### src/vks_pkg.sv
package vks_pkg;
    // system clock rate and the scan timing, in their own units
    localparam int CLK_HZ          = 100_000_000;
    localparam int CLK_PERIOD_NS   = 10;
    localparam int TICK_US         = 1000;            // one digit slot
    localparam int BLANK_US        = 200;             // dark time per digit
    localparam int LOAD_US         = 120;             // segment load after blank fall
    localparam int KEY_SCAN_MS     = 20;              // key matrix period
    localparam int FIL_HZ          = 50_000;          // filament square wave
    localparam int FIL_DUTY_PCT    = 40;
    // derived cycle counts
    localparam int TICK_CYC        = TICK_US * 1000 / CLK_PERIOD_NS;
    localparam int BLANK_CYC       = BLANK_US * 1000 / CLK_PERIOD_NS;
    localparam int LOAD_CYC        = LOAD_US * 1000 / CLK_PERIOD_NS;
    localparam int KEY_SCAN_TICKS  = KEY_SCAN_MS * 1000 / TICK_US;
    localparam int FIL_CYC         = CLK_HZ / FIL_HZ;
    localparam int FIL_HIGH_CYC    = FIL_CYC * FIL_DUTY_PCT / 100;
    // display and key matrix geometry
    localparam int NUM_DIGITS      = 20;
    localparam int NUM_SEGS        = 16;
    localparam int KEY_COLS        = 9;
    localparam int KEY_ROWS        = 5;
    localparam int NUM_KEYS        = KEY_COLS * KEY_ROWS;
    localparam int TIMER_W         = 32;
    // reset values
    localparam logic [15:0] SEG_RST   = 16'h0000;
    localparam logic [19:0] GRID_RST  = 20'h00000;

    // two-byte pre-decoded segment cell plus decimal point
    typedef struct packed {
        logic        dp;
        logic [15:0] seg;
    } vks_cell_t;

    // one reported key event
    typedef struct packed {
        logic [3:0] col;
        logic [4:0] row_n;
    } vks_key_t;
endpackage : vks_pkg

### src/vks_scanner.sv
`timescale 1ns/1ps
`default_nettype none
// Overview of operation
// - each 1 ms tick advances one digit
// - after twentieth digit counter restarts at first
// - blank low darkens drivers, steps grid
// - blank lasts 200 us, then grid enables
// - count twenty asserts digit scan position seed
// - segment bytes load 120 us after blank
// - write strobe latches byte, address picks latch
// - blank rising edge enables anode outputs
// - patterns stored pre-decoded, only recalled
// - anodes shared, one grid at a time
// - filament 50 kHz square, 40 percent
// - key matrix scanned every 20 ms
// - decoder drives one of nine columns
// - pressed key reads low on its row
// - row buffer enabled only in data phase
// - compare match fires, interval added back
module vks_scanner
    import vks_pkg::*;
#(
    parameter int DIGITS  = NUM_DIGITS,
    parameter int TICK_C  = TICK_CYC,
    parameter int KEY_TCK = KEY_SCAN_TICKS
) (
    // clock and reset
    input  wire logic              clk_sys,
    input  wire logic              rst_n,
    // pattern memory write port, pre-decoded cells
    input  wire logic              pat_we,
    input  wire logic [4:0]        pat_addr,
    input  wire vks_cell_t         pat_data,
    // processor bus to segment latches and key buffer
    input  wire logic              segment_write_strobe_n,
    input  wire logic [3:0]        low_address_bits,
    input  wire logic [7:0]        latched_data_bus,
    input  wire logic              key_read_strobe_n,
    input  wire logic              data_valid,
    // key data returned toward the bus
    output logic [7:0]             key_data,
    output logic                   key_data_oe,
    // key matrix
    output logic [KEY_COLS-1:0]    key_col_n,
    input  wire logic [KEY_ROWS-1:0] key_row_n,
    // key scan request and result
    output logic                   key_scan_pulse,
    output vks_key_t               key_event,
    output logic                   key_event_valid,
    // display drive
    output logic [DIGITS-1:0]      digit_grid_lines,
    output logic [15:0]            segment_anode_lines,
    output logic                   decimal_point_anode,
    output logic                   blank_n,
    output logic                   digit_scan_position,
    output logic                   filament_drive
);
    typedef enum logic [1:0] {
        ST_IDLE  = 2'b00,      // waiting for first tick
        ST_BLANK = 2'b01,      // dark, waiting to load
        ST_HOLD  = 2'b10,      // loaded, dark until 200 us
        ST_SHOW  = 2'b11       // digit lit
    } vks_state_t;

    localparam logic [15:0] BLANK_C = 16'(BLANK_CYC);
    localparam logic [15:0] LOAD_C  = 16'(LOAD_CYC);
    localparam logic [11:0] FIL_C   = 12'(FIL_CYC);
    localparam logic [11:0] FIL_H   = 12'(FIL_HIGH_CYC);
    localparam logic [4:0]  LAST_D  = 5'(DIGITS - 1);
    localparam logic [4:0]  KEY_T   = 5'(KEY_TCK - 1);

    // state registers
    vks_state_t            st_r, st_nxt;
    logic [15:0]           ph_r;             // cycles since blank fall
    logic [4:0]            dig_r;            // digit counter
    logic [DIGITS-1:0]     shift_r;          // grid shift register
    logic [7:0]            lat_lo_r;         // low segment latch
    logic [7:0]            lat_hi_r;         // high segment latch
    logic                  lat_dp_r;         // decimal point latch
    logic [15:0]           anode_r;          // enabled anode drive
    logic                  dp_r;
    logic                  en_r;             // drivers enabled
    logic                  seed_r;           // scan position line
    logic [11:0]           fil_r;            // filament divider
    logic                  fil_out_r;
    logic [4:0]            ktick_r;          // ticks toward key scan
    logic [3:0]            kcol_r;           // column under scan
    logic                  kbusy_r;
    logic                  kscan_r;
    vks_key_t              kev_r;
    logic                  kev_v_r;
    logic                  strobe_d_r;       // last write strobe level
    vks_cell_t             pat_mem [0:31];   // pre-decoded cells

    // free-running counter for interval timers
    logic [TIMER_W-1:0]    tmr_r;
    wire                   tick;

    // named decode wires
    wire                   load_now  = (st_r == ST_BLANK) && (ph_r == LOAD_C - 16'h0001);
    wire                   blank_end = (st_r == ST_HOLD) && (ph_r == BLANK_C - 16'h0001);
    wire                   wr_edge   = !segment_write_strobe_n && strobe_d_r;
    wire                   wr_lo     = wr_edge && (low_address_bits[1:0] == 2'h0);
    wire                   wr_hi     = wr_edge && (low_address_bits[1:0] == 2'h1);
    wire                   wr_dp     = wr_edge && (low_address_bits[1:0] == 2'h2);
    wire [4:0]             next_dig  = (dig_r == LAST_D) ? 5'h00 : dig_r + 5'h01;
    // the digit counter already names the new digit when the load falls due
    wire vks_cell_t        next_cell = pat_mem[dig_r];
    wire                   key_tick  = tick && (ktick_r == KEY_T);
    wire [KEY_ROWS-1:0]    row_seen;
    wire                   key_hit   = kbusy_r && (row_seen != {KEY_ROWS{1'b1}});

    // timer base for the scan tick
    vks_interval_timer #(
        .W        (TIMER_W),
        .INTERVAL (TICK_C)
    ) u_tick (
        .clk_sys  (clk_sys),
        .rst_n    (rst_n),
        .count    (tmr_r),
        .fire     (tick)
    );

    // key decoder, driven by the internal scan or by the bus address
    wire [3:0] kaddr = kbusy_r ? kcol_r : low_address_bits;
    wire [7:0] kdata;
    vks_key_decoder #(
        .COLS              (KEY_COLS),
        .ROWS              (KEY_ROWS)
    ) u_key (
        .low_address_bits  (kaddr),
        .key_read_strobe_n (key_read_strobe_n),
        .data_valid        (data_valid),
        .col_drive_n       (key_col_n),
        .row_sense_n       (key_row_n),
        .key_data          (kdata),
        .key_data_oe       (key_data_oe)
    );
    assign row_seen = kdata[KEY_ROWS-1:0];

    // scan sequencer next state
    always_comb begin
        st_nxt = st_r;
        unique case (st_r)
            ST_IDLE:  if (tick) st_nxt = ST_BLANK;
            ST_BLANK: if (load_now) st_nxt = ST_HOLD;
            ST_HOLD:  if (blank_end) st_nxt = ST_SHOW;
            ST_SHOW:  if (tick) st_nxt = ST_BLANK;
        endcase
    end

    // outputs from flops, except key_data, key_data_oe and key_col_n, taken from the key decoder
    assign blank_n             = en_r;
    assign digit_grid_lines    = en_r ? shift_r : DIGITS'(GRID_RST);
    assign segment_anode_lines = anode_r;
    assign decimal_point_anode = dp_r;
    assign digit_scan_position = seed_r;
    assign filament_drive      = fil_out_r;
    assign key_data            = kdata;
    assign key_scan_pulse      = kscan_r;
    assign key_event           = kev_r;
    assign key_event_valid     = kev_v_r;

    // pattern memory holds already-decoded cells
    always_ff @(posedge clk_sys) begin
        if (pat_we) begin
            pat_mem[pat_addr] <= pat_data;
        end
    end

    // free-running counter
    always_ff @(posedge clk_sys or negedge rst_n) begin
        if (!rst_n) tmr_r <= '0;
        else        tmr_r <= tmr_r + 32'h00000001;
    end

    // sequencer state and blank phase counter
    always_ff @(posedge clk_sys or negedge rst_n) begin
        if (!rst_n) begin
            st_r <= ST_IDLE;
            ph_r <= 16'h0000;
        end else begin
            st_r <= st_nxt;
            ph_r <= (st_nxt != st_r) && (st_nxt == ST_BLANK) ? 16'h0000 : ph_r + 16'h0001;
        end
    end

    // digit counter, wraps after the twentieth digit
    always_ff @(posedge clk_sys or negedge rst_n) begin
        if (!rst_n) begin
            dig_r  <= LAST_D;
            seed_r <= 1'b0;
        end else if (tick && st_r != ST_BLANK && st_r != ST_HOLD) begin
            dig_r  <= next_dig;
            seed_r <= (dig_r == LAST_D);
        end
    end

    // grid shift register steps on blank fall, re-seeded when the digit counter wraps
    always_ff @(posedge clk_sys or negedge rst_n) begin
        if (!rst_n) begin
            shift_r <= DIGITS'(GRID_RST);
        end else if (tick && st_r != ST_BLANK && st_r != ST_HOLD) begin
            if (dig_r == LAST_D) shift_r <= {{(DIGITS-1){1'b0}}, 1'b1};
            else                 shift_r <= {shift_r[DIGITS-2:0], 1'b0};
        end
    end

    // driver enable: off during blank, on at blank rise
    always_ff @(posedge clk_sys or negedge rst_n) begin
        if (!rst_n)          en_r <= 1'b0;
        else if (tick)       en_r <= 1'b0;
        else if (blank_end)  en_r <= 1'b1;
    end

    // segment latches: internal load at 120 us, or bus strobe
    always_ff @(posedge clk_sys or negedge rst_n) begin
        if (!rst_n) begin
            lat_lo_r <= 8'h00;
            lat_hi_r <= 8'h00;
            lat_dp_r <= 1'b0;
        end else if (load_now) begin
            lat_lo_r <= next_cell.seg[7:0];
            lat_hi_r <= next_cell.seg[15:8];
            lat_dp_r <= next_cell.dp;
        end else begin
            if (wr_lo) lat_lo_r <= latched_data_bus;
            if (wr_hi) lat_hi_r <= latched_data_bus;
            if (wr_dp) lat_dp_r <= latched_data_bus[0];
        end
    end

    // write strobe level history
    always_ff @(posedge clk_sys or negedge rst_n) begin
        if (!rst_n) strobe_d_r <= 1'b1;
        else        strobe_d_r <= segment_write_strobe_n;
    end

    // anodes take latch contents on blank rise, dark while blanked
    always_ff @(posedge clk_sys or negedge rst_n) begin
        if (!rst_n) begin
            anode_r <= SEG_RST;
            dp_r    <= 1'b0;
        end else if (tick) begin
            anode_r <= SEG_RST;
            dp_r    <= 1'b0;
        end else if (blank_end) begin
            anode_r <= {lat_hi_r, lat_lo_r};
            dp_r    <= lat_dp_r;
        end
    end

    // filament divider: 50 kHz, high for 40 percent
    always_ff @(posedge clk_sys or negedge rst_n) begin
        if (!rst_n) begin
            fil_r     <= 12'h000;
            fil_out_r <= 1'b0;
        end else begin
            fil_r     <= (fil_r == FIL_C - 12'h001) ? 12'h000 : fil_r + 12'h001;
            fil_out_r <= (fil_r < FIL_H);
        end
    end

    // key scan cadence, one pass of all columns per 20 ticks
    always_ff @(posedge clk_sys or negedge rst_n) begin
        if (!rst_n) begin
            ktick_r <= 5'h00;
            kscan_r <= 1'b0;
        end else begin
            kscan_r <= key_tick;
            if (tick) ktick_r <= key_tick ? 5'h00 : ktick_r + 5'h01;
        end
    end

    // column walk, one column read per cycle
    always_ff @(posedge clk_sys or negedge rst_n) begin
        if (!rst_n) begin
            kbusy_r <= 1'b0;
            kcol_r  <= 4'h0;
        end else if (key_tick) begin
            kbusy_r <= 1'b1;
            kcol_r  <= 4'h0;
        end else if (kbusy_r) begin
            kbusy_r <= (kcol_r != 4'(KEY_COLS - 1));
            kcol_r  <= kcol_r + 4'h1;
        end
    end

    // key event report; no key means no report
    always_ff @(posedge clk_sys or negedge rst_n) begin
        if (!rst_n) begin
            kev_r   <= '0;
            kev_v_r <= 1'b0;
        end else begin
            kev_v_r <= key_hit;
            if (key_hit) begin
                kev_r.col   <= kcol_r;
                kev_r.row_n <= row_seen;
            end
        end
    end
endmodule : vks_scanner
`default_nettype wire

### src/vks_interval_timer.sv
`timescale 1ns/1ps
`default_nettype none
// free-running counter with one interval compare register
module vks_interval_timer
    import vks_pkg::*;
#(
    parameter int W        = TIMER_W,
    parameter int INTERVAL = TICK_CYC
) (
    // clock and reset
    input  wire logic         clk_sys,
    input  wire logic         rst_n,
    // free-running count shared by all compare channels
    input  wire logic [W-1:0] count,
    // one-cycle task pulse
    output logic              fire
);
    localparam logic [W-1:0] IVL = W'(INTERVAL);

    logic [W-1:0] cmp_r;       // compare register
    wire          match = (count == cmp_r);

    assign fire = match;

    // on a match the interval is added back, independent of other channels
    always_ff @(posedge clk_sys or negedge rst_n) begin
        if (!rst_n) begin
            cmp_r <= IVL;
        end else if (match) begin
            cmp_r <= cmp_r + IVL;
        end
    end
endmodule : vks_interval_timer
`default_nettype wire

### src/vks_key_decoder.sv
`timescale 1ns/1ps
`default_nettype none
// 4-to-10 active-low column decoder and gated row buffer
module vks_key_decoder
    import vks_pkg::*;
#(
    parameter int COLS = KEY_COLS,
    parameter int ROWS = KEY_ROWS
) (
    // address and strobes
    input  wire logic [3:0]      low_address_bits,
    input  wire logic            key_read_strobe_n,
    input  wire logic            data_valid,
    // matrix
    output logic [COLS-1:0]      col_drive_n,
    input  wire logic [ROWS-1:0] row_sense_n,
    // bus side of the row buffer
    output logic [7:0]           key_data,
    output logic                 key_data_oe
);
    wire [9:0] dec_n;          // full ten outputs of the decoder

    // one low output per address, codes above nine leave all high
    genvar gi;
    generate
        for (gi = 0; gi < 10; gi++) begin : g_dec
            assign dec_n[gi] = !(low_address_bits == 4'(gi));
        end
    endgenerate

    assign col_drive_n = dec_n[COLS-1:0];
    // pulled-up rows, closed key reads low on its row bit
    assign key_data    = {{(8-ROWS){1'b1}}, row_sense_n};
    // buffer only during data-valid phase of the bus cycle
    assign key_data_oe = !key_read_strobe_n && data_valid;
endmodule : vks_key_decoder
`default_nettype wire

### config.mk
export PLATFORM = sky130hd
export DESIGN_NAME = vks_scanner
export DESIGN_NICKNAME = d
export VERILOG_FILES = /design/src/vks_pkg.sv /design/src/vks_scanner.sv /design/src/vks_interval_timer.sv /design/src/vks_key_decoder.sv
export SDC_FILE = /design/constraint.sdc
export NUM_CORES = 1
export LEC_CHECK = 0
export BUFFER_PORTS_ARGS = -buffer_cell sky130_fd_sc_hd__buf_2
export CORE_MARGIN = 2
export CORE_UTILIZATION = 51
export CTS_CLUSTER_DIAMETER = 50
export DETAILED_ROUTE_END_ITERATION = 8
export PLACE_DENSITY = 0.68
export SLEW_MARGIN = 20
export SYNTH_ARGS = -nofsm -noshare
export SYNTH_HDL_FRONTEND = slang
export SYNTH_HIERARCHICAL = 1
export SYNTH_SLANG_ARGS = --single-unit
### constraint.sdc
create_clock -name clk_sys -period 6.8 [get_ports clk_sys]
set_input_delay 1.7 -clock clk_sys [delete_from_list [all_inputs] [get_ports clk_sys]]
set_output_delay 1.7 -clock clk_sys [all_outputs]
set_load 0.02 [all_outputs]
==> results of run 1 <==
## sequential cells by signal (all words and copies together), names as in the netlist
signal	count
dig_r	5
lat_hi_r	8
tmr_r	32
u_tick/cmp_r	27
blank_n	1
key_scan_pulse	1
lat_lo_r	8
ktick_r	5
lat_dp_r	1
ph_r	16
filament_drive	1
strobe_d_r	1
st_r	2
shift_r	20
decimal_point_anode	1
fil_r	12
kbusy_r	1
key_event	9
pat_mem	544
segment_anode_lines	16
key_event_valid	1
kcol_r	4
## worst min-delay path, delay by kind of cell, from the launching register on
kind / cells / cell delay, ns
and+or+nand+nor: 2 / 0.11
DFF: 1 / 0.33
## Yosys cell counts (11+ instances only)
| cell | number |
|---|---|
| nor2_1 | 79 |
| a21oi_1 | 64 |
| mux4_2 | 166 |
| mux2_2 | 11 |
| mux2i_1 | 13 |
| and2_1 | 27 |
| o22ai_1 | 15 |
| o21ai_0 | 13 |
| nand2_1 | 139 |
| xor2_1 | 57 |
| nand4_1 | 19 |
| edfxtp_1 | 544 |
| buf_2 | 22 |
| dfrtp_1 | 162 |
| nand3_1 | 33 |
| and3_1 | 17 |
| clkbuf_1 | 35 |
| xnor2_1 | 57 |
| nor3_2 | 11 |
## routing by layer
metal	wire length, um	up-vias
li1	-	6658
met1	25600	7941
met2	30600	515
met3	4970	113
met4	1220	8
met5	46	-
## logic make-up (layout without fill, tap and decap cells)
kind of cell	after synthesis	in the layout	share of synthesized area, %
adders and majority gates	10	10	0.433
buffers and inverters	89	306	1.46
DFF	716	716	71.4
AOI/OAI and AO/OA	107	107	2.06
and+or+nand+nor	402	402	7.29
muxes	191	191	13.9
xor gates and xnor gates	114	114	3.45
other	1	5	0.0130
## metrics by stage
step	util (%)	hold WS, ns	total power, mW
after global placement	54.3	0.451	5.06
final	58.9	0.469	9.16
after detailed placement	54.3	0.456	5.08
after CTS	58.9	0.470	9.25
after global routing	58.9	0.505	9.44
after floorplan	-	0.448	4.96
## layout make-up
class	instances	area, sq um
Clock buffer	105	2170
Timing Repair Buffer	151	890
Inverter	13	48.8
Antenna cell	2	5.00
Tap cell	756	946
Clock inverter	37	400
Multi-Input combinational cell	827	7960
Fill cell	4162	23100
Sequential cell	716	20700
## power by group through the flow
stage | clock network [mW] | registers, mW | logic (mW)
after global placement | 0 | 4.88 | 0.181
after floorplan | 0 | 4.88 | 0.0784
after CTS | 4.26 | 4.80 | 0.191
after detailed placement | 0 | 4.89 | 0.190
after global routing | 4.43 | 4.80 | 0.209
final | 4.17 | 4.80 | 0.188
## final timing paths
path / startpoint / end / slack (ns) / depth (start not counted)
worst max-delay path: low_address_bits[1] / key_col_n[4] / 2.24 / 4
worst min-delay path: key_event[3] / key_event[3] / 0.47 / 2
worst max register to register: tmr_r[0] / ktick_r[0] / 3.03 / 10
worst min register to register: key_event[3] / key_event[3] / 0.47 / 2
max in group asynchronous: rst_n / shift_r[12] / 4.53 / 2
min in group asynchronous: rst_n / segment_anode_lines[7] / 1.18 / 1
==> results.json, run 1 <==
{
  "holdCritPathClass": "flip-flop to flip-flop",
  "slew_headroom_pct": 34.6,
  "port_buffers": 110,
  "ant_nets": 0,
  "dp_hpwl_um": 38800,
  "powerDensity_nw_per_um2": 277,
  "cts_buffer_depth": 3,
  "p_clk_share_pct": 45.6,
  "p_sw_mw": 1.86,
  "pin_count": 114,
  "die_area_sq_um": 58600,
  "intPower_mw": 7.30,
  "die_x_um": 242,
  "synth_cell_type_count": 57,
  "synth_edf_count": 544,
  "fin_crit_ns": 4.56,
  "finalSetupViolations": 0,
  "stdcell_count": 2607,
  "vdd_drop_max_uv": 205,
  "placed_cells": 2463,
  "clock-skew-final_ns": 0.0232,
  "crit_fanout": 9,
  "drv_cap": 0,
  "period_share_pct": 67.0,
  "drtIter0Drc": 1397,
  "grt-busiest-layer": "met2",
  "cpLargestDelayFamily": "simple AND/OR/NAND/NOR gates",
  "grt_pass1_wl_um": 95200,
  "antenna_found_initial": 7,
  "yosysTopAreaCellShare_pct": 56.5,
  "netlist.top_cell.by_area": "edfxtp_1",
  "p_seq_share_pct": 52.4,
  "firstDrtPassIters": 5,
  "htreeDepth": 3,
  "yosysWarnings": 6,
  "cts_buffers": 80,
  "final_area_sq_um": 33100,
  "slew_viol_final": 0,
  "crit_path_end_kind": "primary output",
  "cts_sinks": 716,
  "start_kind": "input pin",
  "tightest_slew_ns": 0.979,
  "cp_slowest_cell": "or4b_1",
  "synthArstFlopShare_pct": 24.0,
  "grt_max_degree": 105,
  "final_common_cell": "edfxtp_1",
  "vias_per_cell": 5.84,
  "fmax_mhz": 219,
  "gp_congestion": 0.816,
  "critPathKind": "input pin to primary output",
  "synth.avg_cell_area_sq_um": 17.7,
  "cpPeakStageDelay_ns": 0.54,
  "syn-cell-area_sq_um": 28900,
  "status": "finished clean",
  "cts_tree": "yes",
  "area_delta_synth_final_pct": 14.4,
  "clkLatencyLatePin_ns": 0.62,
  "vias": 15200,
  "grt_use_total_pct": 21.7,
  "clk_pin_slew_ns": 0.05,
  "initial_core_util_pct": 51.5,
  "use_met2_pct": 35.1,
  "swShare_pct": 20.3,
  "place_area_sq_um": 30500,
  "worstPathBufferInverterCount": 2,
  "ys.flop_type": "edfxtp_1",
  "yosysSeqAreaShare_pct": 71.4,
  "critPathArrivalTime_ns": 2.86,
  "cts-hold-fix-buffers": 0,
  "row_count": 87,
  "hold_viol": 0,
  "synth_area_leaders": "edfxtp_1 57%, dfrtp_1 14%, mux4_2 13%, nand2_1 1.8%, xnor2_1 1.7%",
  "cts_resized": 0,
  "grt_pass1_vias": 15400,
  "grtUsageMet3_pct": 5.14,
  "cts_setup_buffers": 0,
  "syn_inst": 1630,
  "tns_ns": 0,
  "pwr-share-comb_pct": 2.1,
  "dp_slack_ns": 2.24,
  "die_y_um": 242,
  "leakage_nw": 11.7,
  "synth-seq-cells": 716,
  "layout-drive-gt1-share_pct": 27.7,
  "grtUsageMet1_pct": 30.2,
  "worst_slack_ns": 2.24,
  "drc_errors": 0,
  "core-area_sq_um": 56200,
  "layout_common_cells": "544 x edfxtp_1, 166 x mux4_2, 161 x dfrtp_1",
  "crit_chain": "buf_2, mux2_2, or4b_1, buf_2",
  "overflow": 0,
  "rsz0062_at_grt": "false",
  "timing.critical_path.mode_cell": "buf_2",
  "post_drt_wl_per_cell_um": 23.9,
  "nets": 1844,
  "wl_um": 62400,
  "cp.required_ns": 5.10,
  "cts-root-buf": "clkbuf_16"
}
Power figures use the tool's default switching activity.
==> inputs of run 2 (changes only) <==
Clock period 6.8 ns to 4.4 ns, I/O delays scaled along.
==> run 2 against run 1 <==
Against the previous run:
- clock power up 56%
- flip-flop and latch count stayed put
- non-clock buffer count grew 12
- cell area increased by 0.41%
- critical path depth rose by 8
- total power increased by 55%
- count of clock-buffer cells in the layout down 12
- clock skew about the same
- critical endpoint is now ph_r[1]
==> results.json, run 2 (synthesis results as in run 1) <==
{
  "row_count": 87,
  "regMostFlops": "pat_mem",
  "status": "finished clean",
  "finalSetupViolations": 0,
  "nets": 1853,
  "drc_errors": 0,
  "dp_hpwl_um": 39300,
  "vias": 15300,
  "stdcell_count": 2616,
  "whs_ns": 0.474,
  "area_delta_synth_final_pct": 14.9,
  "wl_um": 64500,
  "cp.required_ns": 4.84,
  "htreeDepth": 3,
  "crit_path_end_kind": "flip-flop",
  "cts_setup_buffers": 0,
  "finalPower_mw": 14.2,
  "tns_ns": 0,
  "drv_cap": 0,
  "hold_viol": 0,
  "cts-root-buf": "clkbuf_16",
  "drtIter0Drc": 1583,
  "core-area_sq_um": 56200,
  "ant_nets": 0,
  "clock-skew-final_ns": 0.0230,
  "initial_core_util_pct": 51.5,
  "layout_common_cells": "544 x edfxtp_1, 166 x mux4_2, 161 x dfrtp_1",
  "final_core_util_pct": 59.1,
  "grt_pass1_wl_um": 98500,
  "grt_pass1_vias": 15800,
  "tightest_slew_ns": 0.939,
  "gp_congestion": 0.835,
  "dp_slack_ns": 0.912,
  "placed_cells": 2475,
  "grt_max_degree": 112,
  "rrSetupSlack_ns": 0.83,
  "post_drt_wl_per_cell_um": 24.7,
  "fmax_mhz": 280,
  "slew_viol_final": 0,
  "rsz0062_at_grt": "false",
  "holdCritPathClass": "flip-flop to flip-flop",
  "worst_slack_ns": 0.829,
  "slew_headroom_pct": 37.2,
  "start_kind": "flip-flop",
  "vdd_drop_max_uv": 350,
  "fin_crit_ns": 3.57,
  "clk_pin_slew_ns": 0.06,
  "overflow": 0,
  "grt_use_total_pct": 22.5,
  "place_area_sq_um": 30600,
  "clkLatencyLatePin_ns": 0.62,
  "powerDensity_nw_per_um2": 428,
  "port_buffers": 110,
  "cts_buffers": 77,
  "crit_fanout": 28,
  "largest_reg_flops": 544,
  "layout-drive-gt1-share_pct": 28.2,
  "leakage_nw": 11.8,
  "die_y_um": 242,
  "cts_resized": 0,
  "period_share_pct": 81.2,
  "firstDrtPassIters": 7,
  "critPathArrivalTime_ns": 4.01,
  "top_regs": "pat_mem x544, tmr_r x32, u_tick/cmp_r x27",
  "critPathKind": "flip-flop to flip-flop",
  "antenna_found_initial": 1,
  "pin_count": 114,
  "cts_tree": "yes",
  "cts_sinks": 716,
  "final_area_sq_um": 33200,
  "cts-hold-fix-buffers": 0,
  "die_area_sq_um": 58600,
  "cts_buffer_depth": 3,
  "vias_per_cell": 5.84,
  "die_x_um": 242,
  "final_common_cell": "edfxtp_1"
}
## run 2: path summary, 6_finish.rpt
check	depth (start not counted)	from	endpoint
setup / recovery	12	tmr_r[0]	ph_r[1]
hold / removal	2	key_event[0]	key_event[0]
setup reg to reg	12	tmr_r[0]	ph_r[1]
hold reg to reg	2	key_event[0]	key_event[0]
max in group asynchronous	2	rst_n	shift_r[3]
min in group asynchronous	1	rst_n	segment_anode_lines[7]
## run 2: metal layers
metal | share of wire [%] | GRT usage, % | vias up
met1 | 41 | 31.6 | 7921
met2 | 49 | 35.8 | 625
met5 | 0.025 | 0 | -
met4 | 1.7 | 6.12 | 2
met3 | 9.0 | 5.24 | 77
li1 | - | - | 6662
## run 2: cell type report
type / count / area (sq um)
diodes: 1 / 2.50
inverters: 13 / 48.8
repair buffers: 163 / 1030
clock inverters: 47 / 531
flip-flops and latches: 716 / 20700
well taps: 756 / 946
fillers: 4161 / 22900
multi-input cells: 827 / 7940
clock buffers: 93 / 2060
## run 2: critical path, stage by stage (launching register included)
cell and delay, ns:
dfrtp_1 0.43, or4_1 0.54, nor2_1 0.16, nand4_1 0.10
or4_1 0.44, buf_4 0.28, inv_2 0.40, inv_1 0.12
a21oi_1 0.16, nor2_1 0.08, nor4b_2 0.29, buf_4 0.27
a21boi_0 0.11
## run 2: power by group
part	internal, mW	switching [mW]	total [mW]
clock	3.85	2.65	6.51
sequential	7.38	0.0330	7.42
combinational	0.0925	0.202	0.294
